$ cat config.mk
export PLATFORM = sky130hd
export DESIGN_NAME = gsds_top
export DESIGN_NICKNAME = d
export VERILOG_FILES = /design/src/rtl/gsds_pkg.sv /design/src/rtl/gsds_top.sv /design/src/rtl/gsds_staging.sv
export SDC_FILE = /design/constraint.sdc
export NUM_CORES = 1
export LEC_CHECK = 0
export BUFFER_PORTS_ARGS = -buffer_cell sky130_fd_sc_hd__clkbuf_2
export CORE_AREA = 2 2 173 175
export CTS_BUF_LIST = sky130_fd_sc_hd__clkbuf_16
export DETAILED_ROUTE_END_ITERATION = 10
export DIE_AREA = 0 0 175 177
export GPL_TIMING_DRIVEN = 0
export PLACE_DENSITY_LB_ADDON = 0.25
export SYNTH_ARGS = -nofsm -noshare
export SYNTH_HDL_FRONTEND = slang
export SYNTH_SLANG_ARGS = --single-unit
$ cat constraint.sdc
create_clock -name pclk -period 5 [get_ports pclk]
set_clock_uncertainty 0.15 [all_clocks]
set_input_delay 1.25 -clock pclk [delete_from_list [all_inputs] [get_ports pclk]]
set_output_delay 1.25 -clock pclk [all_outputs]
set_load 0.01 [all_outputs]
$ cat src/rtl/gsds_pkg.sv
// Package for the geometry stage dispatch block: state fields, payload layout, types
package gsds_pkg;
  localparam int GSDS_ADDR_W = 12;
  // Register byte offsets (state words, control, status and thread id, one aligned word each)
  localparam logic [11:0] GSDS_OFF_W0 = 12'h000;
  localparam logic [11:0] GSDS_OFF_W1 = 12'h004;
  localparam logic [11:0] GSDS_OFF_W2 = 12'h008;
  localparam logic [11:0] GSDS_OFF_W3 = 12'h00c;
  localparam logic [11:0] GSDS_OFF_W4 = 12'h010;
  localparam logic [11:0] GSDS_OFF_W5 = 12'h014;
  localparam logic [11:0] GSDS_OFF_W6 = 12'h018;
  localparam logic [11:0] GSDS_OFF_CTRL = 12'h020;
  localparam logic [11:0] GSDS_OFF_STAT = 12'h024;
  localparam logic [11:0] GSDS_OFF_TID = 12'h028;
  // Word one fields
  localparam int GSDS_SPF_BIT = 31;
  localparam int GSDS_BTC_LO = 18;
  localparam int GSDS_FPM_BIT = 16;
  localparam int GSDS_EX_ILL_BIT = 13;
  localparam int GSDS_EX_MSK_BIT = 11;
  localparam int GSDS_EX_SW_BIT = 7;
  // Thread control bit positions for exception enables
  localparam int GSDS_CR_ILL = 12;
  localparam int GSDS_CR_MSK = 11;
  localparam int GSDS_CR_SW = 13;
  // Word two, three, four, five, six fields
  localparam int GSDS_SCR_LO = 10;
  localparam int GSDS_CRL_LO = 25;
  localparam int GSDS_CRO_LO = 18;
  localparam int GSDS_VRL_LO = 11;
  localparam int GSDS_MAXT_LO = 25;
  localparam int GSDS_ESZ_LO = 19;
  localparam int GSDS_NENT_LO = 11;
  localparam int GSDS_SMP_LO = 5;
  localparam int GSDS_REORD_BIT = 30;
  localparam logic [3:0] GSDS_SCR_MAX = 4'hb;
  localparam logic [2:0] GSDS_SMP_MAX = 3'h4;
  localparam logic [6:0] GSDS_NENT_MAX = 7'h20;
  // Control register bits
  localparam int GSDS_CTRL_EN = 0;
  localparam int GSDS_CTRL_DBG = 1;
  // Topology codes
  localparam logic [4:0] GSDS_TOPO_TRISTRIP = 5'h05;
  localparam logic [4:0] GSDS_TOPO_REVERSED_TRIANGLE_STRIP = 5'h12;
  localparam logic [4:0] GSDS_TOPO_TRILIST = 5'h04;
  localparam logic [31:0] GSDS_RESET = 32'h0000_0000;

  // Incoming vertex from the upstream stage
  typedef struct packed {
    logic [8:0] handle;
    logic [4:0] topo;
    logic start;
    logic last;
  } gsds_vtx_t;

  // Header handed to the execution unit with the thread
  typedef struct packed {
    logic snapshot;
    logic [23:0] thread_id;
    logic [31:10] scratch;
    logic tag;
    logic [31:5] sampler_ptr;
    logic [31:5] binding_ptr;
    logic [4:0] topo;
    logic [13:11] exc_cr;
    logic fp_mode;
    logic single_flow;
    logic [5:0] crd_off;
    logic [5:0] crd_len;
    logic [5:0] vrd_len;
    logic [7:0] bt_count;
    logic [2:0] smp_count;
    logic [6:0] entry_base;
    logic [8:0] v0;
    logic [8:0] v1;
    logic [8:0] v2;
  } gsds_hdr_t;

  typedef enum logic [1:0] {
    GSDS_IDLE = 2'b00,
    GSDS_SEND = 2'b01,
    GSDS_WAIT = 2'b10
  } gsds_state_t;
endpackage : gsds_pkg

$ cat src/rtl/gsds_top.sv
// Geometry stage dispatch: state registers over APB and thread header build
`timescale 1ns/1ps
`default_nettype none
module gsds_top
  import gsds_pkg::*;
#(
  parameter int MAX_THREADS = 2
) (
  input wire logic pclk,
  input wire logic presetn,
  input wire logic psel,
  input wire logic penable,
  input wire logic pwrite,
  input wire logic [11:0] paddr,
  input wire logic [31:0] pwdata,
  output var logic [31:0] prdata,
  output var logic pready,
  output var logic pslverr,
  input wire logic [31:5] binding_ptr,
  input wire logic vtx_valid,
  input wire gsds_vtx_t vtx_data,
  output var logic vtx_ready,
  output var logic thr_valid,
  input wire logic thr_ready,
  output var gsds_hdr_t thr_hdr,
  input wire logic thr_done,
  input wire logic thr_done_tag,
  output var logic cfg_error
);
  logic [31:0] w1;
  logic [31:0] w2;
  logic [31:0] w3;
  logic [31:0] w4;
  logic [31:0] w5;
  logic [31:0] w6;
  logic [31:0] ctrl;
  logic [23:0] tid;
  logic [1:0] busy;
  logic [31:0] next_prdata;
  gsds_state_t state;
  logic [8:0] sv0;
  logic [8:0] sv1;
  logic [8:0] sv2;
  logic [4:0] stopo;
  logic s_valid;
  logic s_ready;
  logic s_in_ready;

  // Scratch byte offset for a thread slot: slot << (code + 10) expressed in KB units
  function automatic logic [31:10] gsds_scratch(input logic [31:10] base, input logic [3:0] code,
                                                input logic slot);
    logic [21:0] step;
    step = 22'h000001 << code;
    gsds_scratch = slot ? base + step : base;
  endfunction : gsds_scratch

  // Address decode
  wire acc = psel && penable;
  wire wr = acc && pwrite;
  wire sel_w1 = paddr == GSDS_OFF_W1;
  wire sel_w2 = paddr == GSDS_OFF_W2;
  wire sel_w3 = paddr == GSDS_OFF_W3;
  wire sel_w4 = paddr == GSDS_OFF_W4;
  wire sel_w5 = paddr == GSDS_OFF_W5;
  wire sel_w6 = paddr == GSDS_OFF_W6;
  wire sel_ctrl = paddr == GSDS_OFF_CTRL;
  wire sel_stat = paddr == GSDS_OFF_STAT;
  wire sel_tid = paddr == GSDS_OFF_TID;
  wire sel_w0 = paddr == GSDS_OFF_W0;
  wire mapped = sel_w0 | sel_w1 | sel_w2 | sel_w3 | sel_w4 | sel_w5 | sel_w6 | sel_ctrl | sel_stat | sel_tid;

  // Decoded state fields
  wire enabled = ctrl[GSDS_CTRL_EN];
  wire two_thr = w4[GSDS_MAXT_LO +: 5] == 5'h01;
  wire [6:0] n_ent = w4[GSDS_NENT_LO +: 7];
  wire [3:0] scr_code = w2[3:0];
  wire [2:0] smp_cnt = w5[2:0];
  // Illegal settings flagged on cfg_error and block any launch
  wire bad_cfg = !w1[GSDS_SPF_BIT]
    || (w4[GSDS_MAXT_LO +: 5] > 5'h01)
    || (scr_code > GSDS_SCR_MAX)
    || (smp_cnt > GSDS_SMP_MAX)
    || (enabled && (n_ent == 7'h00 || n_ent > GSDS_NENT_MAX))
    || (two_thr && n_ent[0])
    || (w3[GSDS_VRL_LO +: 6] == 6'h00);
  wire [6:0] half = two_thr ? {1'b0, n_ent[6:1]} : n_ent;
  // A one-thread build never opens the second slot
  wire [1:0] limit = (two_thr && MAX_THREADS > 1) ? 2'b11 : 2'b01;
  // Free slot choice: lowest tag not busy within limit
  wire slot0_free = !busy[0];
  wire slot1_free = !busy[1] && limit[1];
  wire have_slot = slot0_free || slot1_free;
  wire pick = !slot0_free;
  wire launch = enabled && !bad_cfg && s_valid && have_slot && state == GSDS_IDLE;
  assign s_ready = launch;

  gsds_staging u_stage (
    .pclk(pclk),
    .presetn(presetn),
    .reorder(w6[GSDS_REORD_BIT]),
    .in_valid(vtx_valid && vtx_ready && enabled),
    .in_vtx(vtx_data),
    .in_ready(s_in_ready),
    .obj_valid(s_valid),
    .obj_ready(s_ready),
    .obj_v0(sv0),
    .obj_v1(sv1),
    .obj_v2(sv2),
    .obj_topo(stopo)
  );

  // Read mux
  always_comb begin
    next_prdata = 32'h0000_0000;
    if (sel_w1) next_prdata = w1;
    if (sel_w2) next_prdata = w2;
    if (sel_w3) next_prdata = w3;
    if (sel_w4) next_prdata = w4;
    if (sel_w5) next_prdata = w5;
    if (sel_w6) next_prdata = w6;
    if (sel_ctrl) next_prdata = ctrl;
    if (sel_stat) next_prdata = {27'h0, bad_cfg, busy, state};
    if (sel_tid) next_prdata = {8'h00, tid};
  end

  // APB slave: one wait-free access phase, error on unmapped address
  always_ff @(posedge pclk or negedge presetn) begin
    if (!presetn) begin
      prdata <= GSDS_RESET;
      pready <= 1'b0;
      pslverr <= 1'b0;
    end else begin
      pready <= psel && !penable;
      pslverr <= psel && !penable && !mapped;
      prdata <= next_prdata;
    end
  end

  // State word writes; only writable fields stored, MBZ bits dropped
  always_ff @(posedge pclk or negedge presetn) begin
    if (!presetn) begin
      w1 <= 32'h8000_0000;
      w2 <= GSDS_RESET;
      w3 <= 32'h0000_0800;
      w4 <= 32'h0000_0800;
      w5 <= GSDS_RESET;
      w6 <= GSDS_RESET;
      ctrl <= GSDS_RESET;
    end else if (wr && pready && mapped) begin
      if (sel_w1) w1 <= pwdata & 32'h83fd_2880;
      if (sel_w2) w2 <= pwdata & 32'hffff_fc0f;
      if (sel_w3) w3 <= pwdata & 32'h7efd_f800;
      if (sel_w4) w4 <= pwdata & 32'h3ef9_f800;
      if (sel_w5) w5 <= pwdata & 32'hffff_ffe7;
      if (sel_w6) w6 <= pwdata & 32'h4000_0000;
      if (sel_ctrl) ctrl <= pwdata & 32'h0000_0003;
    end
  end

  // Ready only while staging holds no object, so a vertex taken at the pin is never dropped
  always_ff @(posedge pclk or negedge presetn) begin
    if (!presetn) begin
      vtx_ready <= 1'b0;
      cfg_error <= 1'b0;
    end else begin
      vtx_ready <= s_in_ready && enabled && !s_valid && !(vtx_valid && vtx_ready);
      cfg_error <= bad_cfg;
    end
  end

  // Thread slots: set on launch wins over completion clear
  always_ff @(posedge pclk or negedge presetn) begin
    if (!presetn) begin
      busy <= 2'b00;
    end else begin
      for (int i = 0; i < 2; i++) begin
        if (launch && pick == 1'(i)) busy[i] <= 1'b1;
        else if (thr_done && thr_done_tag == 1'(i)) busy[i] <= 1'b0;
      end
    end
  end

  // Dispatch: header built at launch and held until taken
  always_ff @(posedge pclk or negedge presetn) begin
    if (!presetn) begin
      state <= GSDS_IDLE;
      thr_valid <= 1'b0;
      thr_hdr <= '0;
      tid <= 24'h000000;
    end else begin
      case (state)
        GSDS_IDLE: begin
          if (launch) begin
            thr_valid <= 1'b1;
            state <= GSDS_SEND;
            tid <= tid + 24'h000001;
            thr_hdr.thread_id <= tid;
            thr_hdr.snapshot <= ctrl[GSDS_CTRL_DBG];
            thr_hdr.scratch <= gsds_scratch(w2[31:10], scr_code, pick);
            thr_hdr.tag <= pick;
            thr_hdr.sampler_ptr <= w5[31:5];
            thr_hdr.binding_ptr <= binding_ptr;
            thr_hdr.topo <= stopo;
            thr_hdr.exc_cr[GSDS_CR_ILL] <= w1[GSDS_EX_ILL_BIT];
            thr_hdr.exc_cr[GSDS_CR_MSK] <= w1[GSDS_EX_MSK_BIT];
            thr_hdr.exc_cr[GSDS_CR_SW] <= w1[GSDS_EX_SW_BIT];
            thr_hdr.fp_mode <= w1[GSDS_FPM_BIT];
            thr_hdr.single_flow <= w1[GSDS_SPF_BIT];
            thr_hdr.crd_off <= w3[GSDS_CRO_LO +: 6];
            thr_hdr.crd_len <= w3[GSDS_CRL_LO +: 6];
            thr_hdr.vrd_len <= w3[GSDS_VRL_LO +: 6];
            thr_hdr.bt_count <= w1[GSDS_BTC_LO +: 8];
            thr_hdr.smp_count <= smp_cnt;
            // Each thread owns half the entries in two-thread mode
            thr_hdr.entry_base <= pick ? half : 7'h00;
            thr_hdr.v0 <= sv0;
            thr_hdr.v1 <= sv1;
            thr_hdr.v2 <= sv2;
          end
        end
        GSDS_SEND: begin
          if (thr_ready) begin
            thr_valid <= 1'b0;
            state <= GSDS_WAIT;
          end
        end
        GSDS_WAIT: begin
          state <= GSDS_IDLE;
        end
        default: begin
          state <= GSDS_IDLE;
          thr_valid <= 1'b0;
        end
      endcase
    end
  end
endmodule : gsds_top
`default_nettype wire

$ cat src/rtl/gsds_staging.sv
// Object staging buffer: collects triangle strip vertices into objects
`timescale 1ns/1ps
`default_nettype none
module gsds_staging
  import gsds_pkg::*;
(
  input wire logic pclk,
  input wire logic presetn,
  input wire logic reorder,
  input wire logic in_valid,
  input wire gsds_vtx_t in_vtx,
  output logic in_ready,
  output var logic obj_valid,
  input wire logic obj_ready,
  output var logic [8:0] obj_v0,
  output var logic [8:0] obj_v1,
  output var logic [8:0] obj_v2,
  output var logic [4:0] obj_topo
);
  logic [8:0] hist0;
  logic [8:0] hist1;
  logic [1:0] count;
  logic odd;
  wire take = in_valid && in_ready;
  wire strip = (in_vtx.topo == GSDS_TOPO_TRISTRIP);
  wire full_obj = (count == 2'd2) || (!strip && count == 2'd2);
  wire odd_now = strip && odd;

  // Stall intake while a finished object waits for the dispatcher
  assign in_ready = !obj_valid || obj_ready;

  // Sliding window over the strip, one object per completed triangle
  always_ff @(posedge pclk or negedge presetn) begin
    if (!presetn) begin
      hist0 <= 9'h000;
      hist1 <= 9'h000;
      count <= 2'd0;
      odd <= 1'b0;
      obj_valid <= 1'b0;
      obj_v0 <= 9'h000;
      obj_v1 <= 9'h000;
      obj_v2 <= 9'h000;
      obj_topo <= 5'h00;
    end else begin
      if (obj_valid && obj_ready) begin
        obj_valid <= 1'b0;
      end
      if (take) begin
        if (in_vtx.start) begin
          hist0 <= in_vtx.handle;
          count <= 2'd1;
          odd <= 1'b0;
        end else if (count == 2'd1) begin
          hist1 <= in_vtx.handle;
          count <= 2'd2;
        end else if (full_obj) begin
          obj_valid <= 1'b1;
          if (odd_now && reorder) begin
            obj_v0 <= hist1;
            obj_v1 <= hist0;
          end else begin
            obj_v0 <= hist0;
            obj_v1 <= hist1;
          end
          obj_v2 <= in_vtx.handle;
          // Strip topology alternates even with reorder off
          obj_topo <= odd_now ? GSDS_TOPO_REVERSED_TRIANGLE_STRIP : in_vtx.topo;
          if (strip) begin
            hist0 <= hist1;
            hist1 <= in_vtx.handle;
            odd <= !odd;
          end else begin
            count <= 2'd0;
          end
        end else begin
          hist0 <= in_vtx.handle;
          count <= 2'd1;
        end
      end
    end
  end
endmodule : gsds_staging
`default_nettype wire

Yosys cells after proc, flatten, opt, wreduce, memory -nomap -nowiden
Index checks and enable logic that the tools add are counted.
{"block": "classes", "add_sub_neg": 2, "magnitude_cmp": 4, "eq_ne": 20, "shifts": 1, "mux": 46, "n_bitwise": 14, "reduce_logical": 72}
{"op": "$mux W32", "n": 9}
{"op": "$mux W9", "n": 9}
{"op": "$eq A12 B5 Y1 const B", "n": 3}
{"op": "$eq A12 B6 Y1 const B", "n": 3}
{"op": "$logic_and A1 B1 Y1", "n": 27}
{"op": "$add A24 B1 Y24 const B", "n": 1}
{"op": "$eq A12 B4 Y1 const B", "n": 2}
{"op": "$add A22 B22 Y22", "n": 1}
{"op": "$mux W22", "n": 1}
{"op": "$shl A1 B4 Y22 const A", "n": 1}
{"op": "$reduce_and A2 Y1", "n": 10}
{"op": "$mux W1", "n": 15}
{"op": "$mux W2", "n": 7}
{"op": "$eq A12 B3 Y1 const B", "n": 1}
{"op": "$logic_not A12 Y1", "n": 1}
{"op": "$mux W6", "n": 2}
{"op": "$reduce_and A4 Y1", "n": 3}
{"op": "$reduce_bool A2 Y1", "n": 6}
{"op": "$logic_not A1 Y1", "n": 10}
{"op": "$logic_or A1 B1 Y1", "n": 10}
{"op": "$or A1 B1 Y1", "n": 9}
{"op": "$logic_not A7 Y1", "n": 1}
{"op": "$gt A6 B6 Y1 const B", "n": 1}
{"op": "$logic_not A6 Y1", "n": 1}
{"op": "16 further kinds", "n": 25}
{"block": "word_totals", "regBits": 400, "input_bits": 96, "out_inout_bits": 212}

Logic depth before layout (Yosys ltp)
Gate-level depths: netlist of run 1.
{"block": "depth", "depth_word": 18, "mapped_depth": 11, "mapped_depth_nobuf": 10}

Hierarchy
A second synthesis of run 1 with hierarchy kept.
{"block": "unflattened", "hier_cells": 1643, "area_unflattened_um2": 17229.0}
{"module": "gsds_top", "n_inst": 1, "cells_per_inst": 1444, "area_per_inst_um2": 14836.7}
{"module": "gsds_staging", "n_inst": 1, "cells_per_inst": 199, "area_per_inst_um2": 2392.3}

Worst setup path after synthesis of run 1
OpenSTA, ideal clock, no wires.
{"block": "synth_path", "kind": "input to register", "start": "input paddr[9]", "end": "register w4[16]", "setup_ns": 0.125, "arrival_time_ns": 3.466, "setup_slack_ns": 1.260, "cell_stages": 8, "path_buffers": 2, "path_cell_list": "nor4_1 nand2_1 or3_1 clkbuf_1 or2_2 nor4_4 buf_2 mux2_2"}
{"block": "synth_via", "elab_chain_len": 12}
{"element": "start: declaration", "line": "gsds_top.sv:14", "source": "input wire logic [11:0] paddr,"}
{"element": "$eq A12 B3 Y1 or $logic_not A12 Y1 (tied branches)", "line": "gsds_top.sv:60, gsds_top.sv:69"}
{"element": "$or A1 B1 Y1 (9 in series)", "line": "gsds_top.sv:70", "source": "wire mapped = sel_w0 | sel_w1 | sel_w2 | sel_w3 | sel_w4 | sel_w5 | sel_w6 | sel_ctrl | sel_stat | sel_tid;"}
{"element": "$logic_and A1 B1 Y1", "line": "gsds_top.sv:149", "source": "end else if (wr && pready && mapped) begin"}
{"element": "$reduce_and A2 Y1 (no source line) *"}
{"element": "end signal: assignment", "line": "gsds_top.sv:153", "source": "if (sel_w4) w4 <= pwdata & 32'h3ef9_f800;"}
{"element": "end: declaration", "line": "gsds_top.sv:33", "source": "logic [31:0] w4;"}
Mark *: on every way between the ends. The rest lies on a longest branch, timed or not.
A chain may end at the register's enable or synchronous reset.

Final worst setup path of run 1
{"block": "layout_path", "start": "input paddr[1]", "end": "register w3[28]"}
{"block": "layout_via", "elab_chain_len": 12}
{"element": "$eq A12 B3 Y1 or $logic_not A12 Y1 (tied branches)", "line": "gsds_top.sv:60, gsds_top.sv:69"}
{"element": "$or A1 B1 Y1 (9 in series)", "line": "gsds_top.sv:70"}
{"element": "$logic_and A1 B1 Y1", "line": "gsds_top.sv:149"}
{"element": "$reduce_and A2 Y1 (no source line) *"}
{"element": "end signal: assignment", "line": "gsds_top.sv:152", "source": "if (sel_w3) w3 <= pwdata & 32'h7efd_f800;"}
{"element": "end: declaration", "line": "gsds_top.sv:32", "source": "logic [31:0] w3;"}
Marks and branches as above.

==> results.txt, run 1 <==
* Status: finished clean
* Class of the most critical setup path: input pin to register
- Buffers placed on the I/O ports in this run total 301.
- Synthesis instantiated 65 different standard cells from the library.
- Leaving out fill and tap cells, the most frequent cell in the layout is sky130_fd_sc_hd__nand2_1.
* Final sum of negative setup slack: 0 ps
- Setup repair after global routing left no endpoint under its margin.
- The core region is 29240 sq um.
* Met3 GRT Util: about 7%
* Class of the worst hold path: register to register
- Critical Path Source Type: input pin
- With fillers left out, the area of the finished cells amounts to 20880 sq um.
- For this run the aggregate overflow at the end of global routing stands at 0.
- Utilization of the core after routing: a little under three quarters
- Global routing usage summed across all routing layers: 33.34%
- The cell sitting at the root of the clock tree is a sky130_fd_sc_hd__clkbuf_16.
- Total wire length after detailed routing: about 52000 microns
- The floorplan step defined a die boundary enclosing 30980 sq um.
- Of the cells placed in the final design, the portion with a size suffix greater than 1 is 29.39%.
- Least-Margin Pin Slew: 1258 ps
* Share of the synthesized area in the top cell type: about 57%
- Commonest cells after routing, fill and taps aside: 501 x sky130_fd_sc_hd__nand2_1, 396 x sky130_fd_sc_hd__dfrtp_1, 300 x sky130_fd_sc_hd__clkbuf_2
- In the routed layout, each cell is associated on average with a via count of around 5.9.
* Num rows: 63
- Detailed placement finished with a half-perimeter wire length of 37600 microns.
- During I/O placement, the number of pins put on the boundary was 308.
* Sequential area share after synthesis: 57.06%
- Post_cts resized: 0
* Slew HR: 15.36%
- The net count of the finished layout is 2073.
* Largest net degree at the start of global routing: between 100 and 150
- Wire length of the first global-routing pass: between 70000 and 80000 microns
- In this run the worst path has a maximum fanout of 10.
* Number of global-route vias before repair: 13720
- Final Max Slew Viols: 0
* Violation count after the first detailed-route iteration: 1341
* Met2 Track Usage GR: between 50 and 60%
- Largest cells by area after synthesis: sky130_fd_sc_hd__dfrtp_1 57%, sky130_fd_sc_hd__nand2_1 11%, sky130_fd_sc_hd__mux2_2 10%
- Combined area of all synthesized cells: 17510 sq um
- Clock buffers created by TritonCTS: 40
- Die outline width: about 180 microns
- The clock drives between 300 and 400 sinks.
- In the synthesized netlist the async set-or-reset flop fraction comes to 100.0%.
* Maximum achievable frequency: 243.8 MHz
- The final critical path takes up just over 80% of the cycle.
* Power Dens Cells: 304.2 nW/um^2
- STA classifies the critical path endpoint as a register.
* IR drop worst, VDD: 0.0002338 V
- In this run, post-CTS hold repair placed 0 buffers.
- Number of hold-slack violations in the final timing report: 0
- Total number of H-tree levels: 2
* Initial DRT Pass Iterations: 8
* Vias: around 14000
* Number of synthesized flops with an enable pin: 0
- For this run, design rule violations remaining after detail routing come to 0.
- Averaged over all synthesized cells, the footprint is 10.87 sq um.
* Clock insertion delay at the later pin of the skew report: 540 ps
* Met1 track demand over resource: 45.75%
- Summed over all instances, the cell type with the most area after synthesis is sky130_fd_sc_hd__dfrtp_1.
* Initial Utilization: 59.86%
- Measured along the y axis, the die boundary spans around 180 microns.
- In this run the register-to-register setup slack is between 1000 and 1500 ps.
- Routability Congestion: 0.9315
- Count of synthesis-stage warnings from yosys: 0
- The number of nets in the synthesized netlist is approximately 1700.
* Placed Instance Area: 19590 sq um
- Among all flip-flop cells after synthesis, the most frequent one is sky130_fd_sc_hd__dfrtp_1.
* Min Hold Slack: between 300 and 400 ps
- Post-CTS timing repair inserted 0 buffers for setup.
- In this run, synthesis produced a sequential element count of 399.
- Initial antenna violation count: 5
- Final ANT Viol Nets: 0
* Layer carrying the most global-route usage: met2
* Leakage: approximately 0.011 uW
* Final period demand of the worst path: around 4100 ps
- Relative to the synthesized area, the layout overhead comes to 19.26%.
- Number of instances in the synthesized netlist: 1611
* Critical path required time: 5260 ps
- In the final routed layout, each cell accounts on average for 21.66 microns.
* Data arrival time of the worst path: 4360 ps
- Clock-pin slew on the worst setup and hold paths: 60 ps
* Number of setup violations in the final report: 0
- No sink is reached through more buffers than the 3 on the longest clock path.
- TritonCTS built the clock tree.
- Across the run, the number of max-cap violations was 0.
==> power breakdown <==
| part | internal, uW | leakage, uW | total, uW | switching (uW) |
|---|---|---|---|---|
| clock | 1680 | 0.000657 | 2930 | 1250 |
| sequential | 3230 | 0.00540 | 3230 | 0.890 |
| combinational | 52.7 | 0.00517 | 190 | 138 |
| total | 4960 | 0.0112 | 6350 | 1390 |
==> kinds of logic after synthesis <==
kind of cell,count (synthesis),share of synthesized area (%)
AO/OA/AOI/OAI,169,6.740
other,1,0.02142
XOR/XNOR,32,1.601
adder cells (fa/ha/maj),20,1.472
multiplexers,216,14.28
flip-flops,399,57.06
AND/OR/NAND/NOR,666,16.25
buffers and inverters,108,2.580
==> worst max-delay path, stage by stage <==
cell                       delay (ps)
sky130_fd_sc_hd__clkbuf_2          80
sky130_fd_sc_hd__nor4_1           260
sky130_fd_sc_hd__nand2_1          340
sky130_fd_sc_hd__nor4_2           940
sky130_fd_sc_hd__inv_1             90
sky130_fd_sc_hd__nor2_1           580
sky130_fd_sc_hd__buf_2            420
sky130_fd_sc_hd__mux2_2           380
==> state kept, by name, indices dropped and copies added, names as in the netlist, 2 cells and up <==
signal            count
u_stage.obj_v2        9
busy                  2
u_stage.obj_topo      5
w1                   13
thr_hdr             174
u_stage.obj_v0        9
ctrl                  2
u_stage.hist1         9
state                 2
u_stage.hist0         9
u_stage.count         2
w5                   30
w3                   18
u_stage.obj_v1        9
w4                   16
tid                  24
w2                   26
prdata               32
==> worst paths after layout <==
path | cells past startpoint | start | to
setup / recovery | 8 | paddr[1] | w3[28]$_DFFE_PN0P_
hold / removal | 2 | u_stage.obj_v1[7]$_DFFE_PN0P_ | thr_hdr[16]$_DFFE_PN0P_
setup reg to reg | 10 | w4[14]$_DFFE_PN0P_ | thr_hdr[72]$_DFFE_PN0P_
hold reg to reg | 2 | u_stage.obj_v1[7]$_DFFE_PN0P_ | thr_hdr[16]$_DFFE_PN0P_
max in group asynchronous | 2 | presetn | tid[17]$_DFFE_PN0P_
min in group asynchronous | 1 | presetn | thr_hdr[116]$_DFFE_PN0P_
==> final cells by class <==
type	instances	area (sq um)
Fill cell	2134	8368
Buffer	84	361.6
Antenna cell	4	10.01
Clock inverter	30	224.0
Multi-Input combinational cell	1104	7066
Sequential cell	399	9988
Clock buffer	42	1051
Tap cell	390	488.0
Inverter	24	90.09
Timing Repair Buffer	304	1598
==> layer usage <==
layer | vias up | routed length (microns)
li1 | 6224 | -
met1 | 6982 | 21150
met2 | 653 | 24270
met3 | 118 | 4344
met4 | 2 | 1797
met5 | - | 13
==> Yosys cell counts, types with 6 or more instances <==
master	number
sky130_fd_sc_hd__a211oi_1	6
sky130_fd_sc_hd__a21o_1	11
sky130_fd_sc_hd__a21oi_1	29
sky130_fd_sc_hd__a221o_1	6
sky130_fd_sc_hd__a222oi_1	16
sky130_fd_sc_hd__a22o_1	6
sky130_fd_sc_hd__a22oi_1	16
sky130_fd_sc_hd__a31oi_1	6
sky130_fd_sc_hd__and2_1	7
sky130_fd_sc_hd__and3_1	9
sky130_fd_sc_hd__buf_1	8
sky130_fd_sc_hd__buf_2	16
sky130_fd_sc_hd__clkbuf_1	56
sky130_fd_sc_hd__dfrtp_1	396
sky130_fd_sc_hd__ha_1	19
sky130_fd_sc_hd__inv_1	23
sky130_fd_sc_hd__mux2_2	162
sky130_fd_sc_hd__mux2_4	27
sky130_fd_sc_hd__mux2i_1	27
sky130_fd_sc_hd__nand2_1	501
sky130_fd_sc_hd__nand2b_1	17
sky130_fd_sc_hd__nand3_1	22
sky130_fd_sc_hd__nand4_1	12
sky130_fd_sc_hd__nor2_1	38
sky130_fd_sc_hd__nor3_1	15
sky130_fd_sc_hd__nor4_1	10
sky130_fd_sc_hd__o21ai_0	41
sky130_fd_sc_hd__or3_1	8
sky130_fd_sc_hd__xnor2_1	29
==> per-stage QoR <==
| step | worst slack [ps] | instances | power (uW) |
|---|---|---|---|
| 2_1_floorplan | 1260 | 1611 | 3338 |
| 3_3_place_gp | -6016 | 2302 | 3473 |
| 3_5_place_dp | 420.9 | 2305 | 3483 |
| 4_1_cts | 941.5 | 2377 | 6360 |
| 5_1_grt | 727.4 | 2379 | 6522 |
| 6_report | 898.2 | 2381 | 6351 |
(Power assumes the default switching activity.)
==> run 2, diff against run 1 <==
--- a/config.mk
+++ b/config.mk
@@ -5,11 +5,12 @@
 export SDC_FILE = /design/constraint.sdc
 export NUM_CORES = 1
 export LEC_CHECK = 0
+export ABC_AREA = 1
 export BUFFER_PORTS_ARGS = -buffer_cell sky130_fd_sc_hd__clkbuf_2
-export CORE_AREA = 2 2 173 175
+export CORE_AREA = 2 2 192 194
 export CTS_BUF_LIST = sky130_fd_sc_hd__clkbuf_16
 export DETAILED_ROUTE_END_ITERATION = 10
-export DIE_AREA = 0 0 175 177
+export DIE_AREA = 0 0 194 196
 export GPL_TIMING_DRIVEN = 0
 export PLACE_DENSITY_LB_ADDON = 0.25
 export SYNTH_ARGS = -nofsm -noshare
==> constraint.sdc (replaced) <==
create_clock -name pclk -period 3.4 [get_ports pclk]
set_clock_uncertainty 0.15 [all_clocks]
set_input_delay 0.85 -clock pclk [delete_from_list [all_inputs] [get_ports pclk]]
set_output_delay 0.85 -clock pclk [all_outputs]
set_load 0.01 [all_outputs]
==> results.txt, run 2 <==
- The run finished with clean final reports.
* Most common cell after layout, fill and taps aside: sky130_fd_sc_hd__nand2_1
- Clock buffers created by TritonCTS: 43
- Clk sinks: 399
* Flip-flop count of the largest register after layout: 174
* Met2 Track Usage GR: a little under half
- Initial Utilization: 50.14%
* Number of distinct library cells after synthesis: 49
- Die Y: roughly 200 microns
* CTS Buffer Depth: 3
- Number of instances in the synthesized netlist: 2189
- Count of synthesis-stage warnings from yosys: 0
* Least-Margin Pin Slew: 1200 ps
* Synth cell count leaders: 849 x sky130_fd_sc_hd__nand2_1, 396 x sky130_fd_sc_hd__dfrtp_1, 222 x sky130_fd_sc_hd__o21ai_0
* Total wire length after detailed routing: about 60000 microns
- The register with the most flip-flops in the final layout is thr_hdr.
* Utilization of the core after routing: between 60 and 70%
- The count of final hold-check violations is 0.
- In the routed design, unresolved DRC markers number 0.
* Dominant cell by count in the synthesized netlist: sky130_fd_sc_hd__nand2_1
* Wire length of the first global-routing pass: 92220 microns
- GR Overflow Total: 0
* Commonest cells after routing, fill and taps aside: 848 x sky130_fd_sc_hd__nand2_1, 396 x sky130_fd_sc_hd__dfrtp_1, 303 x sky130_fd_sc_hd__clkbuf_2
- DR vias/cell: about 5.4
- The layer flagged by global routing as most heavily used is met2.
- RSZ-0062 raised after global routing: false
- HPWL Detailed: 46130 microns
- The core region is 36080 sq um.
- Share of the synthesized area in the top cell type: a little over half
- STA puts the critical path data arrival time at 3460 ps.
- Max-cap violations in this run came to 0.
* Number of nets in the finished design: 2658
- Min Hold Slack: 109.8 ps
- Proportion of layout cells with a drive suffix above 1: 17.86%
* Post-synthesis register bit count: 399
- Critical path required time: about 3700 ps
- Largest registers in the final layout: thr_hdr: 174 flops, prdata: 32 flops, w5: 30 flops
- Peak fanout along the critical path: 6
- Sequential area share after synthesis: 55.21%
- The largest total area in the synthesized netlist belongs to sky130_fd_sc_hd__dfrtp_1.
- Clock-pin slew on the worst setup and hold paths: 70 ps
- Final Power: approximately 9700 uW
* Synthesized netlist net count: 2305
* Slew HR: 19.67%
- The analysis attributes to cell leakage a power of 0.01141 uW.
- Class of the most critical setup path: register to register
* Routability Congestion: approximately 0.94
* IR drop worst, VDD: 0.0003493 V
- The H-tree generated during clock tree synthesis spans 2 levels.
- The synthesized design contains 0 enable-type register cells.
- For this block, the initial DRC count from the detailed router was 1486.
* Final sum of negative setup slack: 0 ps
- Num rows: 70
- Buffers placed on the I/O ports in this run total 304.
- Top_reg_cell synth: sky130_fd_sc_hd__dfrtp_1
* Met3 GRT Util: 6.378%
- The die covers 38020 sq um.
- Entering global routing, the biggest net connects 111 pins.
- Combined area of all synthesized cells: 18090 sq um
- 308 I/O pins were placed.
* Largest cells by area after synthesis: sky130_fd_sc_hd__dfrtp_1 55%, sky130_fd_sc_hd__nand2_1 18%, sky130_fd_sc_hd__o21ai_0 6.1%
- Number of global-route vias before repair: 15810
- The final route contains about 16000 vias.
- The max-slew violation count came to 0.
* Routed wirelength normalized by instance count: 19.72 microns
- In this run the remaining antenna-violating nets after routing total 0.
- The initial antenna violation count was 5.
- At the later pin of the worst-skew pair, clock insertion delay measures 550 ps.
* Class of the worst hold path: input pin to async pin
- The die is approximately 190 microns wide.
* Period Utilization, post-route: 92.13%
* Number of setup violations in the final report: 0
* Met1 track demand over resource: around 45%
- Global routing used a little under a third of the available tracks.
- TritonCTS clock tree: built
- The average instance in the mapped netlist occupies roughly 8.3 sq um.
- For this design, the CTS-stage hold fixing added 0 buffers.
- The tree is rooted in a sky130_fd_sc_hd__clkbuf_16.
- Based on the critical path, the design can be clocked at up to 319.2 MHz.
- Relative to the synthesized area, the layout overhead comes to 20.24%.
- After synthesis, the share of flip-flops with an asynchronous set or reset is 100.0%.
- The worst setup path is launched from a register.
- The pre-antenna-repair detailed-routing pass consisted of 7 iterations.
- Power Dens Cells: 446.9 nW/um^2
- STA classifies the critical path endpoint as a register.
- After layout, the minimum clock period comes to 3132 ps.
## run 2: changes by cell type in the layout (fill, tap and decap cells not counted), sizes merged, moves of 26 or more
cell	delta
mux2	-189
inv	+171
nand2	+353
xnor2	-26
nand3	+105
buf	+32
nor2	+56
o21ai	+191
## run 2: routing by layer
metal / vias up / routed length (microns)
li1: 7692 / -
met1: 7912 / 26230
met2: 713 / 26300
met3: 143 / 4833
met4: 2 / 2686
met5: - / 13
## run 2: path summary, 6_finish.rpt
path                                               from                      endpoint  slack (ps)  cells past startpoint
min in group pclk          u_stage.hist1[8]$_DFFE_PN0P_  u_stage.hist1[8]$_DFFE_PN0P_         320                      2
max in group asynchronous                       presetn  u_stage.hist0[5]$_DFFE_PN0P_        1270                      4
setup reg to reg                      w2[1]$_DFFE_PN0P_      thr_hdr[148]$_DFFE_PN0P_         270                     14
hold reg to reg            u_stage.hist1[8]$_DFFE_PN0P_  u_stage.hist1[8]$_DFFE_PN0P_         320                      2
hold / removal                                  presetn          prdata[10]$_DFF_PN0_         110                      1
setup / recovery                      w2[1]$_DFFE_PN0P_      thr_hdr[148]$_DFFE_PN0P_         270                     14
## run 2: kinds of logic (layout without fill, tap and decap cells)
logic type,count (synthesis),in the layout,share of synthesized area (%)
AO/OA/AOI/OAI,317,317,9.461
XOR/XNOR,31,31,1.501
adder cells (fa/ha/maj),20,20,1.425
buffers and inverters,287,673,6.556
flip-flops,399,399,55.21
multiplexers,4,4,0.2213
other,1,4,0.02073
AND/OR/NAND/NOR,1130,1130,25.61
## run 2: where the power goes
group	total (uW)	switching, uW	internal (uW)
clock	4730	1930	2800
combinational	237	172	64.5
sequential	4750	0.789	4750
total	9720	2110	7610
## run 2: metrics by stage
step	area [sq um]	std cells	worst slack [ps]
global route	21750	3045	78.53
floorplan	18090	2189	723.1
CTS	21730	3043	45.43
detailed placement	20320	2965	-62.53
global placement	20200	2961	-7448
finish	21750	3046	267.6
## run 2: final cells by class
class / instances / area (sq um)
fillers: 3288 / 14330
repair buffers: 308 / 1640
well taps: 468 / 585.6
plain buffers: 92 / 454.2
diodes: 3 / 7.507
multi-input cells: 1503 / 6932
clock buffers: 44 / 1101
flip-flops and latches: 399 / 9988
inverters: 195 / 732.0
clock inverters: 34 / 314.1
## run 2: repair_timing
item,in CTS,in global routing
buffers inserted,0,0
setup endpoints to repair,3,4
resized for setup,1,4
## run 2: critical path, cell delays in order (launching register included)
cell and delay (ps):
sky130_fd_sc_hd__dfrtp_1 450, sky130_fd_sc_hd__or2_2 370, sky130_fd_sc_hd__nor3_2 160, sky130_fd_sc_hd__ha_2 260
sky130_fd_sc_hd__inv_1 70, sky130_fd_sc_hd__fa_1 420, sky130_fd_sc_hd__o21ai_2 260, sky130_fd_sc_hd__nand2_1 80
sky130_fd_sc_hd__nand2_1 190, sky130_fd_sc_hd__nand2_1 90, sky130_fd_sc_hd__nand2_2 160, sky130_fd_sc_hd__nand2_1 70
sky130_fd_sc_hd__nand2_1 70, sky130_fd_sc_hd__nand2_1 110, sky130_fd_sc_hd__o21ai_1 140
